<file path="src/rtl/dtc_defines.svh">
// Purpose: named constants of the detector test trigger control
// Assumes: 20 MHz system clock, airflow given in percent of reference
// Notes: definitions only
`ifndef DTC_DEFINES_SVH
`define DTC_DEFINES_SVH

// ****************************************
// timing
// ****************************************
`define DTC_CLK_HZ 32'h0131_2D00
`define DTC_SEC_CYC (`DTC_CLK_HZ)
`define DTC_FLASH_HZ 32'h0000_0002
`define DTC_FLASH_HALF_CYC (`DTC_CLK_HZ / (32'h0000_0002 * `DTC_FLASH_HZ))
`define DTC_AF_DELAY_S 9'h12C
`define DTC_CONFIRM_S 3'h5

// ****************************************
// airflow window, percent of reference
// ****************************************
`define DTC_AF_HIGH 8'h78
`define DTC_AF_LOW 8'h50

// ****************************************
// selector positions and last press count
// ****************************************
`define DTC_POS_OPER 5'h01
`define DTC_POS_FAULT 5'h03
`define DTC_POS_PRE 5'h04
`define DTC_POS_ALARM 5'h05

`define DTC_PRESS_LAST 2'h2

`endif

</file>
<file path="src/rtl/dtc_pkg.sv">
// Purpose: types of the detector test trigger control
// Assumes: nothing
// Notes: constants live in dtc_defines.svh
package dtc_pkg;

	// ****************************************
	// carriers
	// ****************************************
	typedef struct packed {
		logic alarm;
		logic fault;
		logic presignal;
	} dtc_panel_t;

	typedef struct packed {
		logic alarm_led;
		logic fault_led;
		logic mode_led;
	} dtc_led_t;

	typedef enum logic [1:0] {
		DTC_SEL_IDLE,
		DTC_SEL_WAIT,
		DTC_SEL_FLASH
	} dtc_sel_t;

endpackage

</file>
<file path="src/rtl/dtc_tick_gen.sv">
// Purpose: one-second enable pulse and flash phase for the test control
// Assumes: single clock, synchronous reset
// Notes: counts are parameters so a simulation can shorten them
`timescale 1ns/1ns
`include "dtc_defines.svh"

module dtc_tick_gen #(
	parameter int SEC_CYC = `DTC_SEC_CYC,
	parameter int HALF_CYC = `DTC_FLASH_HALF_CYC
) (
	input wire logic clk_sys,
	input wire logic rst,
	output logic sec_tick,
	output logic flash_ph
);

	logic [24:0] sec_cnt_r, sec_cnt_nxt;
	logic [24:0] half_cnt_r, half_cnt_nxt;
	logic sec_tick_nxt, flash_ph_nxt;

	always_comb
	begin
		sec_cnt_nxt = sec_cnt_r + 25'h000_0001;
		sec_tick_nxt = 1'b0;
		half_cnt_nxt = half_cnt_r + 25'h000_0001;
		flash_ph_nxt = flash_ph;
		if (sec_cnt_r == 25'(SEC_CYC - 1))
		begin
			sec_cnt_nxt = 25'h000_0000;
			sec_tick_nxt = 1'b1;
		end
		if (half_cnt_r == 25'(HALF_CYC - 1))
		begin
			half_cnt_nxt = 25'h000_0000;
			flash_ph_nxt = ~flash_ph;
		end
	end

	always_ff @(posedge clk_sys)
	begin
		if (rst)
		begin
			sec_cnt_r <= 25'h000_0000;
			half_cnt_r <= 25'h000_0000;
			sec_tick <= 1'b0;
			flash_ph <= 1'b0;
		end
		else
		begin
			sec_cnt_r <= sec_cnt_nxt;
			half_cnt_r <= half_cnt_nxt;
			sec_tick <= sec_tick_nxt;
			flash_ph <= flash_ph_nxt;
		end
	end

endmodule // dtc_tick_gen

</file>
<file path="src/rtl/dtc_test_ctrl.sv">
// Purpose: test triggers, airflow supervision and selector supervision
// Assumes: inputs synchronous to clk_sys, confirm_key already debounced
// Notes: events latch until the fire panel clears them
`timescale 1ns/1ns
`include "dtc_defines.svh"

module dtc_test_ctrl #(
	parameter int SEC_CYC = `DTC_SEC_CYC,
	parameter int HALF_CYC = `DTC_FLASH_HALF_CYC
) (
	input wire logic clk_sys,
	input wire logic rst,
	input wire logic [4:0] selector,
	input wire logic confirm_key,
	input wire logic [7:0] airflow_pct,
	input wire logic panel_clear,
	input wire logic line_module_en,
	output dtc_pkg::dtc_panel_t relay_out,
	output dtc_pkg::dtc_panel_t optional_line_module,
	output dtc_pkg::dtc_led_t leds,
	output logic selector_fault,
	output logic test_mode
);

	// ****************************************
	// time base
	// ****************************************
	logic sec_tick, flash_ph;

	dtc_tick_gen #(
		.SEC_CYC(SEC_CYC),
		.HALF_CYC(HALF_CYC)
	) u_tick (
		.clk_sys(clk_sys),
		.rst(rst),
		.sec_tick(sec_tick),
		.flash_ph(flash_ph)
	);

	// ****************************************
	// state
	// ****************************************
	logic [4:0] sel_prev_r, sel_prev_nxt;
	logic key_prev_r, key_prev_nxt;
	logic [1:0] press_cnt_r, press_cnt_nxt;
	logic alarm_r, alarm_nxt;
	logic fault_r, fault_nxt;
	logic pre_r, pre_nxt;
	logic af_fault_r, af_fault_nxt;
	logic [8:0] af_sec_r, af_sec_nxt;
	dtc_pkg::dtc_sel_t sel_st_r, sel_st_nxt;
	logic [2:0] sel_sec_r, sel_sec_nxt;
	logic sel_fault_r, sel_fault_nxt;
	logic test_mode_r, test_mode_nxt;
	dtc_pkg::dtc_panel_t panel_nxt, line_nxt;
	dtc_pkg::dtc_led_t leds_nxt;

	logic press, sel_moved, af_dev, test_pos;

	function automatic logic is_test_pos(input logic [4:0] pos);
		is_test_pos = (pos == `DTC_POS_FAULT) || (pos == `DTC_POS_PRE) ||
			(pos == `DTC_POS_ALARM);
	endfunction

	always_comb
	begin
		press = confirm_key & ~key_prev_r;
		sel_moved = selector != sel_prev_r;
		test_pos = is_test_pos(selector);
		af_dev = (airflow_pct > `DTC_AF_HIGH) || (airflow_pct < `DTC_AF_LOW);

		sel_prev_nxt = selector;
		key_prev_nxt = confirm_key;
		press_cnt_nxt = press_cnt_r;
		alarm_nxt = alarm_r;
		fault_nxt = fault_r;
		pre_nxt = pre_r;
		af_fault_nxt = af_fault_r;
		af_sec_nxt = af_sec_r;
		sel_st_nxt = sel_st_r;
		sel_sec_nxt = sel_sec_r;
		sel_fault_nxt = sel_fault_r;
		test_mode_nxt = test_mode_r;

		// the panel is the only party that clears latched events
		if (panel_clear)
		begin
			alarm_nxt = 1'b0;
			fault_nxt = 1'b0;
			pre_nxt = 1'b0;
			sel_fault_nxt = 1'b0;
			if (!af_dev)
				af_fault_nxt = 1'b0;
		end

		// airflow supervision; time restarts whenever flow is back in window
		if (!af_dev)
			af_sec_nxt = 9'h000;
		else if (sec_tick && af_sec_r != `DTC_AF_DELAY_S)
			af_sec_nxt = af_sec_r + 9'h001;
		if (af_dev && af_sec_r == `DTC_AF_DELAY_S)
			af_fault_nxt = 1'b1;

		// press counting, only on a steady test position
		if (sel_moved || !test_pos)
			press_cnt_nxt = 2'h0;
		else if (press)
		begin
			if (press_cnt_r == `DTC_PRESS_LAST)
			begin
				press_cnt_nxt = 2'h0;
				test_mode_nxt = 1'b1;
				if (selector == `DTC_POS_ALARM)
					alarm_nxt = 1'b1;
				if (selector == `DTC_POS_FAULT)
					fault_nxt = 1'b1;
				if (selector == `DTC_POS_PRE)
					pre_nxt = 1'b1;
			end
			else
				press_cnt_nxt = press_cnt_r + 2'h1;
		end

		// operating position confirmed: leave test, keep latched events
		if (!sel_moved && press && selector == `DTC_POS_OPER)
			test_mode_nxt = 1'b0;

		// selector supervision
		unique case (sel_st_r)
			dtc_pkg::DTC_SEL_IDLE:
			begin
				if (sel_moved)
				begin
					sel_st_nxt = dtc_pkg::DTC_SEL_WAIT;
					sel_sec_nxt = 3'h0;
				end
			end
			dtc_pkg::DTC_SEL_WAIT, dtc_pkg::DTC_SEL_FLASH:
			begin
				// a new position always earns a fresh confirm window
				if (sel_moved)
				begin
					sel_st_nxt = dtc_pkg::DTC_SEL_WAIT;
					sel_sec_nxt = 3'h0;
				end
				else if (press)
					sel_st_nxt = dtc_pkg::DTC_SEL_IDLE;
				else if (sec_tick)
				begin
					if (sel_sec_r == `DTC_CONFIRM_S - 3'h1)
					begin
						sel_sec_nxt = 3'h0;
						if (sel_st_r == dtc_pkg::DTC_SEL_WAIT)
							sel_st_nxt = dtc_pkg::DTC_SEL_FLASH;
						else
						begin
							sel_st_nxt = dtc_pkg::DTC_SEL_IDLE;
							sel_fault_nxt = 1'b1;
						end
					end
					else
						sel_sec_nxt = sel_sec_r + 3'h1;
				end
			end
			default:
				sel_st_nxt = dtc_pkg::DTC_SEL_IDLE;
		endcase

		// outputs, one cycle behind the latched state
		panel_nxt.alarm = alarm_r;
		panel_nxt.fault = fault_r | af_fault_r | sel_fault_r;
		panel_nxt.presignal = pre_r;
		line_nxt = line_module_en ? panel_nxt : '0;
		leds_nxt.alarm_led = alarm_r | (pre_r & flash_ph);
		if (fault_r || af_fault_r || sel_fault_r)
			leds_nxt.fault_led = 1'b1;
		else
			leds_nxt.fault_led = af_dev & flash_ph;
		leds_nxt.mode_led = (sel_st_r == dtc_pkg::DTC_SEL_FLASH) & flash_ph;
	end

	always_ff @(posedge clk_sys)
	begin
		if (rst)
		begin
			sel_prev_r <= `DTC_POS_OPER;
			key_prev_r <= 1'b0;
			press_cnt_r <= 2'h0;
			alarm_r <= 1'b0;
			fault_r <= 1'b0;
			pre_r <= 1'b0;
			af_fault_r <= 1'b0;
			af_sec_r <= 9'h000;
			sel_st_r <= dtc_pkg::DTC_SEL_IDLE;
			sel_sec_r <= 3'h0;
			sel_fault_r <= 1'b0;
			test_mode_r <= 1'b0;
			relay_out <= '0;
			optional_line_module <= '0;
			leds <= '0;
			selector_fault <= 1'b0;
			test_mode <= 1'b0;
		end
		else
		begin
			sel_prev_r <= sel_prev_nxt;
			key_prev_r <= key_prev_nxt;
			press_cnt_r <= press_cnt_nxt;
			alarm_r <= alarm_nxt;
			fault_r <= fault_nxt;
			pre_r <= pre_nxt;
			af_fault_r <= af_fault_nxt;
			af_sec_r <= af_sec_nxt;
			sel_st_r <= sel_st_nxt;
			sel_sec_r <= sel_sec_nxt;
			sel_fault_r <= sel_fault_nxt;
			test_mode_r <= test_mode_nxt;
			relay_out <= panel_nxt;
			optional_line_module <= line_nxt;
			leds <= leds_nxt;
			selector_fault <= sel_fault_r;
			test_mode <= test_mode_r;
		end
	end

endmodule // dtc_test_ctrl

</file>
<file path="config.mk">
export PLATFORM = sky130hd
export DESIGN_NAME = dtc_test_ctrl
export DESIGN_NICKNAME = d
export VERILOG_FILES = /design/src/rtl/dtc_pkg.sv /design/src/rtl/dtc_tick_gen.sv /design/src/rtl/dtc_test_ctrl.sv
export VERILOG_INCLUDE_DIRS = /design/src /design/src/rtl
export SDC_FILE = /design/constraint.sdc
export NUM_CORES = 1
export LEC_CHECK = 0
export ABC_CLOCK_PERIOD_IN_PS = 2400
export BUFFER_PORTS_ARGS = -buffer_cell sky130_fd_sc_hd__buf_4
export CORE_UTILIZATION = 57
export CTS_CLUSTER_DIAMETER = 60
export DETAILED_ROUTE_END_ITERATION = 6
export PLACE_DENSITY = 0.82
export SYNTH_ARGS = -nofsm -noshare
export SYNTH_HDL_FRONTEND = slang
export SYNTH_SLANG_ARGS = --single-unit
</file>
<file path="constraint.sdc">
create_clock -name clk_sys -period 2.4 [get_ports clk_sys]
set_clock_uncertainty 0.1 [all_clocks]
set_input_delay 0.6 -clock clk_sys [delete_from_list [all_inputs] [get_ports clk_sys]]
set_output_delay 0.6 -clock clk_sys [all_outputs]
set_load 0.01 [all_outputs]
</file>
After elaboration in Yosys (flattened, before gate mapping)
Cells that the tools add are included.
{ "totals": {"elab_cells": 132, "reg_bits": 91, "out_inout_bits": 11, "input_bits": 18} }
{ "op_classes": {"n_lt_le_gt_ge": 2, "n_mux": 41, "n_addsub": 5, "n_reduce_logical": 26, "bitwise": 12, "n_eq_ne": 19} }
{ "op_table": {"columns": ["op", "n"], "rows": [
  ["$add A25 B1 Y25 const B", 2],
  ["$mux W1", 27],
  ["$eq A25 B23 Y1 const B", 1],
  ["$eq A25 B25 Y1 const B", 1],
  ["$mux W3", 5],
  ["$mux W2", 7],
  ["$reduce_or A2 Y1", 7],
  ["$eq A5 B3 Y1 const B", 2],
  ["$add A9 B1 Y9 const B", 1],
  ["$eq A9 B9 Y1 const B", 1],
  ["$ne A9 B9 Y1 const B", 1],
  ["$gt A8 B7 Y1 const B", 1],
  ["$lt A8 B7 Y1 const B", 1],
  ["$logic_or A1 B1 Y1", 6],
  ["$pmux W3 S2", 1],
  ["$reduce_and A3 Y1", 2],
  ["$eq A5 B1 Y1 const B", 1],
  ["$eq A5 B2 Y1 const B", 1],
  ["$ne A5 B5 Y1", 1],
  ["$not A1 Y1", 5],
  ["$and A1 B1 Y1", 4],
  ["$eq A2 B2 Y1 const B", 2],
  ["$logic_and A1 B1 Y1", 4],
  ["$ne A4 B3 Y1 const B", 1],
  ["16 further kinds", 20]
]} }

Longest topological paths before layout
Gate-level depths: netlist of run 1.
{ "depth": {"depth_word": 7, "mapped_depth": 7, "ltp_nobuf": 6} }

By module
Synthesis of run 1 repeated with hierarchy kept, for this count alone.
{ "unflattened": {"hier_cells": 479, "hier_area_um2": 4277.9} }
{ "modules_own_cells": {"columns": ["module", "cells_each", "area_each_um2", "n_inst", "seq_area_each_um2"], "rows": [
  ["dtc_tick_gen", 288, 2518.7, 1, 1041.0],
  ["dtc_test_ctrl", 191, 1759.2, 1, 780.7]
]} }

Least setup slack after synthesis of run 1
No wires, ideal clock.
{ "synth_timing": {"path_type": "register -> register", "startpoint": "reg u_tick.half_cnt_r[0]", "endpoint": "reg u_tick.half_cnt_r[24]", "synth_period_minus_slack_ns": 2.047, "setup_slack_ns": 0.353, "n_path_buf": 1, "arrival_ns": 1.878, "t_required_ns": 2.230, "path_stages_with_launch": 7, "setup_ns": 0.070, "path_cell_list": "dfxtp_1 > ha_1 > nand4_1 > or3_1 > clkbuf_1 > or4_1 > a21oi_1"} }
{ "synth_between": {"elab_chain_cells": 2, "elab_cells_between_ends": 3, "classes_between": "1 x add/sub; 1 x eq/ne; 1 x reduce/logical"} }
{ "synth_rtl": {"columns": ["element", "line", "source"], "rows": [
  ["from (decl)", "dtc_tick_gen.sv:18", "logic [24:0] half_cnt_r, half_cnt_nxt;"],
  ["from (signal assigned)", "dtc_tick_gen.sv:51", "half_cnt_r <= half_cnt_nxt;"],
  ["parallel branches: the longest is 2 deep, another holds $add A25 B1 Y25", null, null]
]} }
Parallel ways; which one is timed is not known.
A chain may end at the register's enable or synchronous reset.

Worst setup path after layout of run 1
{ "layout_timing": {"startpoint": "reg u_tick.half_cnt_r[8]", "endpoint": "reg u_tick.half_cnt_r[19]"} }
The elaborated chain is that of the path after synthesis.

==> results of run 1 <==
[stage by stage]
stage,worst slack (ns),instances,utilization [%]
3_3_place_gp,0.370,577,64.4
4_1_cts,0.293,593,68.5
5_1_grt,0.180,593,68.5
2_1_floorplan,0.353,461,-
6_report,0.280,593,68.5
3_5_place_dp,0.313,577,64.4
[cells by family (layout without fill, tap and decap cells)]
group,after synthesis,in the layout,synth area share (%)
buf+inv,36,72,3.60
fa+ha+maj,10,10,3.08
mux,1,1,0.246
xor+xnor,37,37,7.97
simple gates,212,212,29.3
flops,91,91,44.8
compound gates,74,74,11.0
[state kept, by name, summed over array words and instances (netlist names), 3 cells and up]
signal and count:
sel_prev_r 5, u_tick.half_cnt_r 25, sel_sec_r 3, u_tick.sec_cnt_r 25
leds 3, optional_line_module 3, af_sec_r 9, relay_out 3
[routing by layer]
layer / GRT usage (%) / wire [um]
met5: 0 / 0
met1: 29.1 / 3670
met4: 9.39 / 140
met2: 40.0 / 4140
met3: 3.43 / 288
[path summary, 6_finish.rpt]
| check | end | slack (ns) |
|---|---|---|
| hold / removal | test_mode | 0.35 |
| setup reg to reg | u_tick.half_cnt_r[19] | 0.28 |
| hold reg to reg | test_mode | 0.35 |
| setup / recovery | u_tick.half_cnt_r[19] | 0.28 |
[power by group]
group / internal [W] / total, W / leakage, nW / switching [W]
clock: 0.000861 / 0.00140 / 0.142 / 0.000543
sequential: 0.00152 / 0.00154 / 0.736 / 0.0000136
combinational: 0.0000593 / 0.000137 / 0.779 / 0.0000774
total: 0.00244 / 0.00308 / 1.66 / 0.000634
[critical path: cells and delay by family, from the launching register on]
kind	cells	cell delay [ns]
AND/OR/NAND/NOR	3	1.38
AO/OA/AOI/OAI	1	0.13
flip-flops	1	0.46
[layout by cell type, fill, tap and decap left out, drive strengths merged, types with 4 or more instances in the layout]
cell and count:
nand2 28, dfxtp 91, nor2 48, clkbuf 11, nor4b 4, nand4 17
xnor2 16, and2 7, and4 8, inv 20, nor3 9, a21oi 31
nor4 8, xor2 21, and3 8, buf 36, o31ai 8, bufinv 4
nand3 27, or4 10, ha 10, nor2b 10, o21ai 21, or3 15
[final cells by class]
type / instances / area, um^2
fill: 547 / 2150
multi-input combinational: 334 / 2100
sequential: 91 / 1820
timing repair buffer: 36 / 283
clock buffer: 11 / 151
clock inverter: 5 / 131
tap: 96 / 120
inverter: 20 / 75.1
==> impl_metrics.py, run 1 <==
metrics = {
    "hold_path": {
        "holdCritPathClass": "flop to flop",
        "hold_depth": 2,
        "hold_start": "test_mode_r",
    },
    "critical_path": {
        "critPathRequiredTime_ns": 2.60,
        "cp_max_fo": 11,
        "cp-start-kind": "flop",
        "critPathKind": "flop to flop",
        "cp-end-kind": "flop",
        "slowest_delay_ns": 0.71,
        "crit_slowest_cell": "or4_1",
        "crit_chain": "nand4_2 -> or4_1 -> or4_4 -> a21oi_2",
        "rr_worst_depth": 4,
        "arrival_ns": 2.32,
        "r2r_start": "u_tick.half_cnt_r[8]",
        "crit_path_start": "u_tick.half_cnt_r[8]",
    },
    "detailed_routing": {
        "wl_per_cell_um": 13.9,
        "ant_nets": 0,
        "drc_errors": 0,
        "firstDrtPassIters": 5,
        "dr.first_iter.drc_count": 185,
        "num_vias": 3433,
        "finalWirelength_um": 8230,
        "drt-vias-per-instance": 5.79,
    },
    "global_route": {
        "grt_pass1_wl_um": 13900,
        "antenna_found_initial": 0,
        "overflow": 0,
        "grt_pass1_vias": 3117,
        "grt_max_degree": 26,
        "grt_usage_pct": 23.2,
    },
    "finish": {
        "drive_gt1_share_pct": 12.5,
        "fin_area_um2": 4680,
        "num_antenna_cells": 0,
        "syn2layout_area_growth_pct": 15.1,
        "nets": 520,
    },
    "clock_network": {
        "h-tree-depth": 3,
        "post_cts_buffers": 0,
        "numCtsBuffers": 9,
        "clk_pin_slew_ns": 0.09,
        "postCtsHoldBufs": 0,
        "cts-root-buf": "clkbuf_8",
        "clk_path_buf_depth": 2,
        "cts-resized-gates": 0,
        "clk_latency_ns": 0.37,
        "cts_tree": "yes",
        "cts.sinks": 91,
    },
    "logic_synthesis": {
        "yosysWarnings": 0,
        "yosysMostFrequentCell": "dfxtp_1",
        "synth_area_um2": 4070,
        "synth.top_cells.by_count": "dfxtp_1 (91), nor2_1 (48), a21oi_1 (30)",
        "syn-num-nets": 489,
        "ys_top_cells_by_area": "dfxtp_1 (45%), xor2_1 (4.5%), nor2_1 (4.4%)",
        "seq_area_frac_synth_pct": 44.8,
        "synthCells": 461,
        "synth-edff-count": 0,
        "ys.flop_type": "dfxtp_1",
        "synthDistinctLibCells": 54,
        "syn_area_per_cell_um2": 8.82,
        "yosysTopAreaCellShare_pct": 44.8,
        "async_flop_share_pct": 0,
        "synth_largest_area_cell": "dfxtp_1",
        "ys_ff_latch": 91,
    },
    "timing": {
        "relSlewSlack_pct": 66.5,
        "setup_viol": 0,
        "fmax_mhz": 472,
        "hold_slack_ns": 0.353,
        "final.min_clock_period_ns": 2.12,
        "slew_viol_final": 0,
        "rsz0062_at_grt": "false",
        "worst_slew_pin_slew_ns": 0.497,
        "setup-tns-final_ns": 0,
        "hold_violations": 0,
        "finalCritPeriodShare_pct": 88.3,
    },
    "placed_design": {
        "routabilityCongestion": 0.879,
        "port_buffers": 28,
        "dpl_cell_area_um2": 4400,
        "dp_hpwl_um": 5770,
    },
    "pwr": {
        "max-vdd-ir-drop_mv": 0.383,
        "p_leak_nw": 1.66,
        "powerDensity_nw_per_um2": 658,
        "finalPower_w": 0.00308,
    },
    "floorplanning": {
        "die-area_um2": 7480,
        "ios": 29,
        "core_um2": 6830,
        "fp.dieH_um": 86.5,
        "start_util_pct": 59.5,
        "num_rows": 30,
        "die-width_um": 86.5,
    },
    "status": {
        "status": "finished, final reports clean",
    },
    "run": {
        "cap_viol_max_count": 0,
    },
}
No activity file was read; power rests on OpenSTA's default activity.
==> run 2, diff against run 1 <==
--- a/config.mk
+++ b/config.mk
@@ -7,7 +7,7 @@
 export NUM_CORES = 1
 export LEC_CHECK = 0
 export ABC_CLOCK_PERIOD_IN_PS = 2400
-export BUFFER_PORTS_ARGS = -buffer_cell sky130_fd_sc_hd__buf_4
+export BUFFER_PORTS_ARGS = -buffer_cell sky130_fd_sc_hd__buf_2
 export CORE_UTILIZATION = 57
 export CTS_CLUSTER_DIAMETER = 60
 export DETAILED_ROUTE_END_ITERATION = 6
==> impl_metrics.py, run 2 (synthesis results as in run 1) <==
metrics = {
    "status": {
        "status": "finished, final reports clean",
    },
    "detailed_routing": {
        "finalWirelength_um": 7930,
        "drt-vias-per-instance": 5.75,
        "drc_errors": 0,
        "dr.first_iter.drc_count": 151,
        "ant_nets": 0,
        "firstDrtPassIters": 6,
        "num_vias": 3407,
        "wl_per_cell_um": 13.4,
    },
    "clock_network": {
        "clk_pin_slew_ns": 0.09,
        "clk_latency_ns": 0.36,
        "h-tree-depth": 3,
        "cts.sinks": 91,
        "cts-resized-gates": 0,
        "postCtsHoldBufs": 0,
        "clk_path_buf_depth": 2,
        "post_cts_buffers": 0,
        "cts-root-buf": "clkbuf_8",
        "numCtsBuffers": 9,
        "cts_tree": "yes",
    },
    "hold_path": {
        "hold_depth": 2,
        "holdPathEnd": "test_mode",
        "holdCritPathClass": "flop to flop",
        "hold_start": "test_mode_r",
    },
    "pwr": {
        "powerDensity_nw_per_um2": 634,
        "p_leak_nw": 1.62,
        "max-vdd-ir-drop_mv": 0.342,
    },
    "critical_path": {
        "critPathRequiredTime_ns": 2.60,
        "cp_max_fo": 11,
        "critPathKind": "flop to flop",
        "cp-end-kind": "flop",
        "arrival_ns": 2.31,
        "rrSetupSlack_ns": 0.29,
        "r2r_start": "u_tick.half_cnt_r[8]",
        "cp-start-kind": "flop",
        "r2r_end": "u_tick.half_cnt_r[19]",
        "rr_worst_depth": 4,
    },
    "floorplanning": {
        "core_um2": 6830,
        "ios": 29,
        "start_util_pct": 59.5,
        "die-area_um2": 7480,
        "die-width_um": 86.5,
        "num_rows": 30,
        "fp.dieH_um": 86.5,
    },
    "global_route": {
        "overflow": 0,
        "grt_pass1_wl_um": 13500,
        "grt_usage_pct": 22.6,
        "grt_max_degree": 26,
        "antenna_found_initial": 0,
        "grt_pass1_vias": 3096,
    },
    "timing": {
        "relSlewSlack_pct": 67.1,
        "finalCritPeriodShare_pct": 88.0,
        "fmax_mhz": 474,
        "final.min_clock_period_ns": 2.11,
        "worst_slew_pin_slew_ns": 0.488,
        "slew_viol_final": 0,
        "setup_viol": 0,
        "setup-tns-final_ns": 0,
        "hold_violations": 0,
        "rsz0062_at_grt": "false",
    },
    "finish": {
        "final_common_cell": "dfxtp_1",
        "layout_common_cells": "dfxtp_1 (91), nor2_1 (48), a21oi_1 (30)",
        "num_antenna_cells": 0,
        "drive_gt1_share_pct": 12.3,
        "reg.largest.list": "u_tick.half_cnt_r (25), u_tick.sec_cnt_r (25), af_sec_r (9)",
        "utilization_pct": 66.8,
        "nets": 521,
        "syn2layout_area_growth_pct": 12.2,
    },
    "run": {
        "cap_viol_max_count": 0,
    },
    "placed_design": {
        "routabilityCongestion": 0.895,
        "dp_hpwl_um": 5460,
        "port_buffers": 28,
    },
}
==> run 2: stage by stage <==
| step | power (W) | instances | hold slack (ns) | setup slack (ns) | cell area, um^2 |
|---|---|---|---|---|---|
| 6_report | 0.00289 | 593 | 0.362 | 0.288 | 4560 |
| 2_1_floorplan | 0.00165 | 461 | 0.317 | 0.353 | 4070 |
| 4_1_cts | 0.00291 | 593 | 0.357 | 0.307 | 4560 |
| 3_5_place_dp | 0.00169 | 578 | 0.349 | 0.312 | 4320 |
| 3_3_place_gp | 0.00169 | 578 | 0.328 | 0.383 | 4320 |
| 5_1_grt | 0.00299 | 593 | 0.373 | 0.158 | 4560 |
==> run 2: area by class of cell <==
type,instances,area (um^2)
flip-flops and latches,91,1820
well taps,96,120
multi-input cells,334,2100
clock inverters,4,98.8
clock buffers,11,141
inverters,20,75.1
fillers,558,2270
repair buffers,37,208
==> run 2: report_power, final <==
| group | internal (W) | switching (W) | total (W) |
|---|---|---|---|
| clock | 0.000717 | 0.000516 | 0.00123 |
| sequential | 0.00152 | 0.0000128 | 0.00154 |
| combinational | 0.0000498 | 0.0000722 | 0.000122 |
==> run 2: per-layer routing <==
layer | share of wire [%] | global-route usage (%)
met1 | 45 | 26.9
met2 | 51 | 39.8
met3 | 3.8 | 6.29
met4 | 0.82 | 6.52
met5 | 0 | 0
==> run 2: worst max-delay path by stage <==
stage / start / end / depth (start not counted)
after detailed placement: u_tick.half_cnt_r[8] / u_tick.half_cnt_r[19] / 4
after global routing: u_tick.half_cnt_r[8] / u_tick.half_cnt_r[23] / 4
after global placement: u_tick.half_cnt_r[12] / u_tick.flash_ph / 4
final: u_tick.half_cnt_r[8] / u_tick.half_cnt_r[19] / 4
after floorplan: u_tick.half_cnt_r[0] / u_tick.half_cnt_r[24] / 6
after CTS: u_tick.half_cnt_r[8] / u_tick.half_cnt_r[19] / 4
==> run 2: critical path, stage by stage (launching register included) <==
cell and delay, ns:
dfxtp_1 0.45, nand4_2 0.20, or4_1 0.70, or4_4 0.47, a21oi_2 0.13
